### config.mk
export PLATFORM = sky130hd
export DESIGN_NAME = tec_top
export DESIGN_NICKNAME = d
export VERILOG_FILES = /design/src/core/tec_pkg.sv /design/src/core/tec_top.sv /design/src/core/tec_exp_timer.sv
export VERILOG_INCLUDE_DIRS = /design/src /design/src/core
export SDC_FILE = /design/constraint.sdc
export NUM_CORES = 1
export LEC_CHECK = 0
export ABC_AREA = 1
export BUFFER_PORTS_ARGS = -buffer_cell sky130_fd_sc_hd__buf_2
export CAP_MARGIN = 20
export CELL_PAD_IN_SITES_DETAIL_PLACEMENT = 0
export CELL_PAD_IN_SITES_GLOBAL_PLACEMENT = 2
export CORE_UTILIZATION = 28
export DETAILED_ROUTE_END_ITERATION = 16
export MAX_ROUTING_LAYER = met4
export PLACE_DENSITY = 0.65
export REMOVE_ABC_BUFFERS = 1
export SYNTH_ARGS = -nofsm -noshare
export SYNTH_HDL_FRONTEND = slang
export SYNTH_SLANG_ARGS = --single-unit
### constraint.sdc
create_clock -name mclk -period 16.3 [get_ports mclk]
set_input_delay 1.63 -clock mclk [delete_from_list [all_inputs] [get_ports mclk]]
set_output_delay 1.63 -clock mclk [all_outputs]
set_load 0.05 [all_outputs]
### src/core/tec_consts.svh
// Register map, field positions, reset values and timing constants
`ifndef TEC_CONSTS_SVH
`define TEC_CONSTS_SVH

`define TEC_CLK_MHZ      20
`define TEC_TICK_NS      15
`define TEC_START_DLY_NS 200
`define TEC_START_DLY_CYC \
  ((`TEC_START_DLY_NS * `TEC_CLK_MHZ + 999) / 1000)
`define TEC_EXP_MAX_S    60
`define TEC_EXP_MAX_CYC  (`TEC_EXP_MAX_S * `TEC_CLK_MHZ * 1000000)
`define TEC_EXP_RST_US   1000
`define TEC_EXP_RST_CYC  (`TEC_EXP_RST_US * `TEC_CLK_MHZ)

`define TEC_OFS_CTRL   8'h00
`define TEC_OFS_EXP    8'h04
`define TEC_OFS_SWTRIG 8'h08
`define TEC_OFS_ROI    8'h0c
`define TEC_OFS_STATUS 8'h10
`define TEC_OFS_NVCMD  8'h14

`define TEC_CTRL_MODE_LO 0
`define TEC_CTRL_MODE_HI 1
`define TEC_CTRL_EN      2
`define TEC_CTRL_RST     32'h0000_0000
`define TEC_ROI_RST      32'h0000_0000

`define TEC_MODE_FREE  2'h0
`define TEC_MODE_PULSE 2'h1
`define TEC_MODE_PROG  2'h2

`define TEC_HTRANS_NONSEQ 2'h2
`define TEC_HRESP_OKAY    1'h0

`endif

### src/core/tec_pkg.sv
// Types shared by the trigger and exposure control block
package tec_pkg;
  typedef struct packed {
    logic        fval;
    logic        lval;
    logic [15:0] row;
  } tec_video_t;

  typedef struct packed {
    logic        store;
    logic [31:0] data;
  } tec_nv_t;

  typedef enum logic [2:0] {
    EX_IDLE, EX_ALIGN, EX_DELAY, EX_RUN, EX_HOLD
  } tec_ex_state_t;

  typedef enum logic [1:0] {
    RD_IDLE, RD_LINE, RD_GAP
  } tec_rd_state_t;
endpackage

### src/core/tec_top.sv
// Trigger, exposure and readout framing with AHB-Lite registers
`timescale 1ns/10ps
`default_nettype none
`include "tec_consts.svh"
module tec_top #(
  parameter int          SENSOR_ROWS = 1024,
  parameter int          LINE_CYC    = 64,
  parameter int          GAP_CYC     = 8,
  parameter logic [31:0] EXP_RESET   = 32'(`TEC_EXP_RST_CYC)
) (
  input  wire logic        mclk,      // System clock, 20 MHz
  input  wire logic        rstn,      // Asynchronous reset, active low
  input  wire logic        hsel,      // AHB slave select
  input  wire logic [31:0] haddr,     // AHB address
  input  wire logic [1:0]  htrans,    // AHB transfer type
  input  wire logic        hwrite,    // AHB write
  input  wire logic [2:0]  hsize,     // AHB size, word only
  input  wire logic [31:0] hwdata,    // AHB write data
  input  wire logic        hready,    // AHB bus ready
  output logic             hreadyout, // AHB slave ready
  output logic [31:0]      hrdata,    // AHB read data
  output logic             hresp,     // AHB response
  input  wire logic        trig_in,   // External trigger
  input  wire logic        nv_valid,  // Stored exposure is present
  input  wire logic [31:0] nv_exp,    // Stored exposure value
  output var tec_pkg::tec_nv_t nv_out,  // Store request to NV memory
  output logic             exposing,  // Sensor integrating
  output var tec_pkg::tec_video_t video // Readout framing
);
  initial begin
    if (SENSOR_ROWS < 1 || SENSOR_ROWS > 65535 || LINE_CYC < 1 ||
        LINE_CYC > 65535 || GAP_CYC < 1 || GAP_CYC > 65535)
      $error("tec_top: unsupported geometry");
  end

  ////////////////////////////////////////////////////////////////////
  logic [1:0] rst_sync_q;
  logic       rst_n;
  always_ff @(posedge mclk or negedge rstn) begin
    if (!rstn) rst_sync_q <= 2'h0;
    else rst_sync_q <= {rst_sync_q[0], 1'b1};
  end
  assign rst_n = rst_sync_q[1];

  ////////////////////////////////////////////////////////////////////
  // AHB-Lite slave, zero wait states
  logic        ap_wr_q;
  logic [7:0]  ap_ofs_q;
  logic [31:0] ctrl_q;
  logic [31:0] exp_q;
  logic [31:0] roi_q;
  logic [31:0] rdata_q;
  logic        boot_q;
  logic        swtrig_q;
  logic        nvst_q;
  logic [15:0] frames_q;
  logic [31:0] status;
  logic [31:0] rd_mux;
  logic        ap_take;
  logic        wr_ctrl;
  logic        wr_exp;
  logic        wr_roi;
  logic        wr_sw;
  logic        wr_nv;

  assign ap_take   = hsel && hready && (htrans == `TEC_HTRANS_NONSEQ);
  assign hreadyout = 1'b1;
  assign hresp     = `TEC_HRESP_OKAY;
  assign hrdata    = rdata_q;
  assign wr_ctrl   = ap_wr_q && (ap_ofs_q == `TEC_OFS_CTRL);
  assign wr_exp    = ap_wr_q && (ap_ofs_q == `TEC_OFS_EXP);
  assign wr_roi    = ap_wr_q && (ap_ofs_q == `TEC_OFS_ROI);
  assign wr_sw     = ap_wr_q && (ap_ofs_q == `TEC_OFS_SWTRIG);
  assign wr_nv     = ap_wr_q && (ap_ofs_q == `TEC_OFS_NVCMD);

  // Unmapped and write-only offsets read as zero
  assign rd_mux =
    (haddr[7:0] == `TEC_OFS_CTRL)   ? ctrl_q :
    (haddr[7:0] == `TEC_OFS_EXP)    ? exp_q  :
    (haddr[7:0] == `TEC_OFS_ROI)    ? roi_q  :
    (haddr[7:0] == `TEC_OFS_STATUS) ? status : 32'h0000_0000;

  always_ff @(posedge mclk or negedge rst_n) begin
    if (!rst_n) begin
      ap_wr_q  <= 1'b0;
      ap_ofs_q <= 8'h00;
      rdata_q  <= 32'h0000_0000;
    end else begin
      ap_wr_q  <= ap_take && hwrite && (haddr[31:8] == 24'h00_0000);
      ap_ofs_q <= haddr[7:0];
      if (ap_take && !hwrite) rdata_q <= rd_mux;
    end
  end

  // Exposure is restored once, right after reset release
  always_ff @(posedge mclk or negedge rst_n) begin
    if (!rst_n) begin
      ctrl_q   <= `TEC_CTRL_RST;
      exp_q    <= 32'h0000_0000;
      roi_q    <= `TEC_ROI_RST;
      boot_q   <= 1'b1;
      swtrig_q <= 1'b0;
      nvst_q   <= 1'b0;
    end else begin
      boot_q   <= 1'b0;
      swtrig_q <= wr_sw && hwdata[0];
      nvst_q   <= wr_nv && hwdata[0];
      if (boot_q) exp_q <= nv_valid ? nv_exp : EXP_RESET;
      else if (wr_exp) exp_q <= hwdata;
      if (wr_ctrl) ctrl_q <= hwdata;
      if (wr_roi) roi_q <= hwdata;
    end
  end

  assign nv_out = '{store: nvst_q, data: exp_q};

  ////////////////////////////////////////////////////////////////////
  // Exposure sequencer
  tec_pkg::tec_ex_state_t ex_q;
  tec_pkg::tec_ex_state_t ex_d;
  tec_pkg::tec_rd_state_t rd_q;
  logic [1:0]  mode;
  logic        en;
  logic        trig_q;
  logic        rise;
  logic        lval_fall;
  logic        lval_p_q;
  logic        start_req;
  logic        exp_end;
  logic        rd_start;
  logic        rd_busy;
  logic        tmr_load;
  logic        tmr_done;
  logic [31:0] tmr_val;
  logic [31:0] exp_act_q;

  assign mode      = ctrl_q[`TEC_CTRL_MODE_HI:`TEC_CTRL_MODE_LO];
  assign en        = ctrl_q[`TEC_CTRL_EN];
  assign rise      = trig_in && !trig_q;
  assign lval_fall = lval_p_q && !video.lval;
  assign rd_busy   = (rd_q != tec_pkg::RD_IDLE);
  // Software trigger shares the path of the pin; it carries bus jitter
  assign start_req = en && (ex_q == tec_pkg::EX_IDLE) &&
                     (((mode == `TEC_MODE_PROG) && rise) ||
                      ((mode == `TEC_MODE_PULSE) && rise) ||
                      ((mode != `TEC_MODE_FREE) && swtrig_q) ||
                      ((mode == `TEC_MODE_FREE) && !rd_busy));
  // Pulse mode ends on the trigger level, so a short pulse still ends
  assign exp_end = (ex_q == tec_pkg::EX_RUN) &&
                   ((mode == `TEC_MODE_PULSE) ? !trig_in
                                              : tmr_done);
  assign rd_start = (exp_end || (ex_q == tec_pkg::EX_HOLD)) && !rd_busy;
  assign tmr_load = (ex_d == tec_pkg::EX_DELAY && ex_q != tec_pkg::EX_DELAY)
                 || (ex_d == tec_pkg::EX_RUN && ex_q != tec_pkg::EX_RUN);
  assign tmr_val  = (ex_d == tec_pkg::EX_DELAY) ?
                    32'(`TEC_START_DLY_CYC) : exp_q;

  always_comb begin
    ex_d = ex_q;
    case (ex_q)
      tec_pkg::EX_IDLE:
        if (start_req)
          ex_d = video.fval ? tec_pkg::EX_ALIGN
                            : tec_pkg::EX_DELAY;
      tec_pkg::EX_ALIGN:
        if (lval_fall) ex_d = tec_pkg::EX_DELAY;
      tec_pkg::EX_DELAY:
        if (tmr_done) ex_d = tec_pkg::EX_RUN;
      tec_pkg::EX_RUN:
        if (exp_end)
          ex_d = rd_busy ? tec_pkg::EX_HOLD : tec_pkg::EX_IDLE;
      tec_pkg::EX_HOLD:
        if (!rd_busy) ex_d = tec_pkg::EX_IDLE;
      default: ex_d = tec_pkg::EX_IDLE;
    endcase
  end

  always_ff @(posedge mclk or negedge rst_n) begin
    if (!rst_n) begin
      ex_q      <= tec_pkg::EX_IDLE;
      trig_q    <= 1'b0;
      lval_p_q  <= 1'b0;
      exp_act_q <= 32'h0000_0000;
    end else begin
      ex_q     <= ex_d;
      trig_q   <= trig_in;
      lval_p_q <= video.lval;
      // Value is frozen for the frame in flight
      if (tmr_load && ex_d == tec_pkg::EX_RUN) exp_act_q <= exp_q;
    end
  end

  assign exposing = (ex_q == tec_pkg::EX_RUN);

  tec_exp_timer #(.W(32)) u_timer (
    .mclk  (mclk),
    .rst_n (rst_n),
    .load  (tmr_load),
    .val   (tmr_val),
    .done  (tmr_done)
  );

  ////////////////////////////////////////////////////////////////////
  // Readout framing; lines always run their full length
  logic [15:0] lines;
  logic [15:0] line_q;
  logic [15:0] col_q;
  logic [15:0] roi_first;

  assign roi_first = roi_q[15:0];
  assign lines     = (roi_q[31:16] == 16'h0000) ?
                     16'(SENSOR_ROWS) : roi_q[31:16];
  assign status    = {frames_q, 11'h000, ex_q == tec_pkg::EX_HOLD,
                      video.lval, video.fval, exposing, ex_q != tec_pkg::EX_IDLE};

  always_ff @(posedge mclk or negedge rst_n) begin
    if (!rst_n) begin
      rd_q     <= tec_pkg::RD_IDLE;
      line_q   <= 16'h0000;
      col_q    <= 16'h0000;
      frames_q <= 16'h0000;
      video    <= '0;
    end else begin
      case (rd_q)
        tec_pkg::RD_IDLE:
          if (rd_start) begin
            rd_q   <= tec_pkg::RD_LINE;
            line_q <= 16'h0000;
            col_q  <= 16'h0000;
            video  <= '{fval: 1'b1, lval: 1'b1, row: roi_first};
          end
        tec_pkg::RD_LINE:
          if (col_q == 16'(LINE_CYC - 1)) begin
            rd_q       <= tec_pkg::RD_GAP;
            col_q      <= 16'h0000;
            video.lval <= 1'b0;
          end else begin
            col_q <= col_q + 16'h0001;
          end
        tec_pkg::RD_GAP:
          if (col_q != 16'(GAP_CYC - 1)) begin
            col_q <= col_q + 16'h0001;
          end else if (line_q == lines - 16'h0001) begin
            rd_q       <= tec_pkg::RD_IDLE;
            video.fval <= 1'b0;
            frames_q   <= frames_q + 16'h0001;
          end else begin
            rd_q       <= tec_pkg::RD_LINE;
            col_q      <= 16'h0000;
            line_q     <= line_q + 16'h0001;
            video.lval <= 1'b1;
            video.row  <= roi_first + line_q + 16'h0001;
          end
        default: rd_q <= tec_pkg::RD_IDLE;
      endcase
    end
  end

  logic [15:0] dly_cnt_q;
  always_ff @(posedge mclk or negedge rst_n) begin
    if (!rst_n) dly_cnt_q <= 16'h0000;
    else if (ex_q == tec_pkg::EX_DELAY) dly_cnt_q <= dly_cnt_q + 16'h0001;
    else dly_cnt_q <= 16'h0000;
  end

  logic [31:0] run_cnt_q;
  always_ff @(posedge mclk or negedge rst_n) begin
    if (!rst_n) run_cnt_q <= 32'h0000_0000;
    else if (exposing) run_cnt_q <= run_cnt_q + 32'h0000_0001;
    else run_cnt_q <= 32'h0000_0000;
  end
endmodule // tec_top
`default_nettype wire

### src/core/tec_exp_timer.sv
// Loadable down-counter timing start delays and exposures
`timescale 1ns/10ps
`default_nettype none
module tec_exp_timer #(
  parameter int W = 32
) (
  input  wire logic         mclk,    // System clock
  input  wire logic         rst_n,   // Synchronised reset
  input  wire logic         load,    // Start a new interval
  input  wire logic [W-1:0] val,     // Interval in clock cycles
  output logic              done     // High in the interval's last cycle
);
  // The start delay alone needs three bits
  initial begin
    if (W < 3) $error("tec_exp_timer: counter too narrow");
  end

  logic [W-1:0] cnt_q;
  logic [W-1:0] cnt_d;
  logic         run_q;

  // A zero length still lasts one cycle
  assign cnt_d = load ? ((val == '0) ? W'(1) : val) : cnt_q - W'(1);
  assign done  = run_q && (cnt_q == W'(1));

  always_ff @(posedge mclk or negedge rst_n) begin
    if (!rst_n) begin
      cnt_q <= '0;
      run_q <= 1'b0;
    end else begin
      if (load || run_q) cnt_q <= cnt_d;
      if (load) run_q <= 1'b1;
      else if (done) run_q <= 1'b0;
    end
  end
endmodule // tec_exp_timer
`default_nettype wire

==> impl_metrics.env <==
export IMPL_rsz0062_at_grt="false"
export IMPL_ir_drop_v=0.0000553
export IMPL_first_iter_violations=1003
export IMPL_crit_required_ns=16.71
export IMPL_num_rows=83
export IMPL_grt_start_max_net_pins=132
export IMPL_ys_seq_elements=248
export IMPL_detail_route_vias_per_cell=4.88
export IMPL_drv_slew=0
export IMPL_maxCapViolations=0
export IMPL_grt_overflow=0
export IMPL_ant_nets=0
export IMPL_grt_pass1_vias=13900
export IMPL_cts_tree="yes"
export IMPL_yosys_cell_count_top_type="nand2_1"
export IMPL_grt_pass1_wl_um=87000
export IMPL_worstMarginPinSlew_ns=0.948
export IMPL_fmax_ghz=0.250
export IMPL_htreeDepth=2
export IMPL_crit_type="in -> reg"
export IMPL_numCtsBuffers=34
export IMPL_diodes=0
export IMPL_startpoint_type="input port"
export IMPL_period_needed_ns=4.00
export IMPL_insertion_delay_ns=0.56
export IMPL_hpwlAfterDp_um=40900
export IMPL_ys_async_sr_fraction_pct=100
export IMPL_pre_cts_slack_ns=11.64
export IMPL_clock_sinks=248
export IMPL_cts_root_buf="clkbuf_16"
export IMPL_drcViolationCount=0
export IMPL_nFillCells=5652
export IMPL_cp_max_fo=20
export IMPL_crit_buf_inv=2
export IMPL_ys_top_cells_by_count="nand2_1 (484), dfrtp_1 (247), o21ai_0 (210), inv_1 (205), nand3_1 (180)"
export IMPL_powerDensity_nw_per_um2=86.8
export IMPL_seq_area_frac_synth_pct=41.9
export IMPL_gp_congestion=0.846
export IMPL_clockBufferDepth=3
export IMPL_p_leak_nw=8.61
export IMPL_setup_slack_ns=12.30
export IMPL_cp_arrival_ns=4.41
export IMPL_syn_avg_cell_area_sq_um=7.41
export IMPL_ctsResizeCount=0
export IMPL_nets=2283
export IMPL_max_stage_delay_ns=0.91
export IMPL_slowest_stage="inv_1"
export IMPL_min_path_type="reg -> reg"
export IMPL_synth_top_area_share_pct=41.8
export IMPL_vias=13900
export IMPL_port_buffers=188
export IMPL_whs_ns=0.347
export IMPL_crit_chain="buf_2 > nor4_1 > nand2_1 > inv_1 > a21oi_1 > a211oi_1 > o21ai_0"
export IMPL_synthCells=1997
export IMPL_synthTopCellsByArea="dfrtp_1 (42%), nand2_1 (12%), o21ai_0 (7.1%)"
export IMPL_first_pass_iters=7
export IMPL_finalWirelength_um=56200
export IMPL_hold_viol=0
export IMPL_wl_per_cell_um=19.7
export IMPL_layout_area_overhead_vs_synth_pct=18.1
export IMPL_die_area_sq_um=53800
export IMPL_die_h_um=232
export IMPL_clk_pin_slew_ns=0.06
export IMPL_fin_setup_tns_ns=0
export IMPL_core_area_sq_um=51800
export IMPL_ioPinCount=194
export IMPL_postCtsSetupBuffers=0
export IMPL_ys_flop_type="dfrtp_1"
export IMPL_end_kind="flop"
export IMPL_grt_util_all_layers_pct=21.9
export IMPL_max_slew_margin_pct=36.8
export IMPL_start_util_pct=28.6
export IMPL_yosys_warnings=0
export IMPL_finalSetupViolations=0
export IMPL_crit_family="simple AND/OR/NAND/NOR gates"
export IMPL_outcome="complete, no violations"
export IMPL_die_width_um=232
export IMPL_holdBufCountCts=0
export IMPL_ys_types=55
export IMPL_synth_area_sq_um=14800
export IMPL_antenna_found_initial=2
export IMPL_post_route_period_util_pct=24.5
export IMPL_synth_area_leader_cell="dfrtp_1"
export IMPL_finalClockSkew_ns=0.0262
export IMPL_synth_edf_count=0
export IMPL_drive_gt1_share_pct=13.3
export IMPL_final_core_util_pct=33.7
[cell usage in the layout, fill, tap and decap left out, drive strengths merged, types with 44 or more instances in the layout]
master,Yosys,final
clkbuf,67,53
nand2,489,489
dfrtp,247,247
inv,207,208
nor2,182,182
o21ai,212,212
xor2,63,63
a21oi,47,47
nand3,184,184
nor3,44,44
nand4,56,56
buf,26,206
[worst reg2reg max path: cells and delay by family, from the launching register on]
family,cells,cell delay [ns]
flip-flops,1,0.49
AND/OR/NAND/NOR,6,1.22
AO/OA/AOI/OAI,2,0.37
buffers and inverters,5,1.75
[report_power, final]
| group | leakage (nW) | internal (mW) | switching (mW) | total, mW |
|---|---|---|---|---|
| clock network | 0.541 | 0.449 | 0.313 | 0.762 |
| registers | 2.99 | 0.626 | 0.0215 | 0.648 |
| logic | 5.07 | 0.0251 | 0.0811 | 0.106 |
| total | 8.61 | 1.10 | 0.415 | 1.52 |
[cell type report]
| cell class | count | area (sq um) | area share [%] |
|---|---|---|---|
| Inverter | 211 | 792 | 4.53 |
| Timing Repair Buffer | 206 | 1120 | 6.41 |
| Clock buffer | 53 | 1020 | 5.86 |
| Sequential cell | 248 | 6210 | 35.5 |
| Clock inverter | 7 | 81.3 | 0.465 |
| Tap cell | 680 | 851 | 4.87 |
| Multi-Input combinational cell | 1447 | 7400 | 42.3 |
[metal layers]
layer / vias to the layer above / global-route usage (%) / share of wire, %
met4: 0 / 5.98 / 2.6
met1: 6604 / 29.3 / 48
met2: 303 / 33.8 / 45
li1: 6943 / - / -
met5: - / - / 0
met3: 65 / 3.89 / 4.8
[sequential cells by signal (all words and copies together) (netlist names)]
name,cells
roi_q,32
ctrl_q,32
ap_ofs_q,8
nvst_q,1
boot_q,1
col_q,16
ap_wr_q,1
video,18
u_timer.cnt_q,32
trig_q,1
exp_q,32
ex_q,3
hrdata,32
u_timer.run_q,1
frames_q,16
swtrig_q,1
lval_p_q,1
line_q,16
rd_q,2
rst_sync_q,2
[final timing paths]
check / start / end / slack [ns] / cells after the start
worst max-delay path: haddr[7] / hrdata[31]$_DFFE_PN0P_ / 12.30 / 7
worst min-delay path: rst_sync_q[0]$_DFF_PN0_ / rst_sync_q[1]$_DFF_PN0_ / 0.35 / 0
worst max register to register: u_timer.run_q$_DFFE_PN0P_ / u_timer.cnt_q[3]$_DFFE_PN0P_ / 12.33 / 13
worst min register to register: rst_sync_q[0]$_DFF_PN0_ / rst_sync_q[1]$_DFF_PN0_ / 0.35 / 0
max in group asynchronous: rst_sync_q[1]$_DFF_PN0_ / video[10]$_DFFE_PN0P_ / 13.82 / 2
min in group asynchronous: rst_sync_q[1]$_DFF_PN0_ / exp_q[26]$_DFFE_PN0P_ / 0.38 / 0
[kinds of logic after synthesis]
logic type	synth area share, %
AND/OR/NAND/NOR	29.9
AO/OA/AOI/OAI	12.8
buffers and inverters	8.20
flip-flops	41.9
XOR/XNOR	4.77
adder cells (fa/ha/maj)	2.33
other	0.0507
[stage by stage]
stage	power, mW	instance area, sq um	instances
finish	1.52	17500	2852
global placement	0.767	16300	2790
global route	1.57	17500	2852
CTS	1.54	17500	2851
detailed placement	0.768	16400	2791
floorplan	0.710	14400	1906
Note: power is estimated with default switching activity, not from simulation.
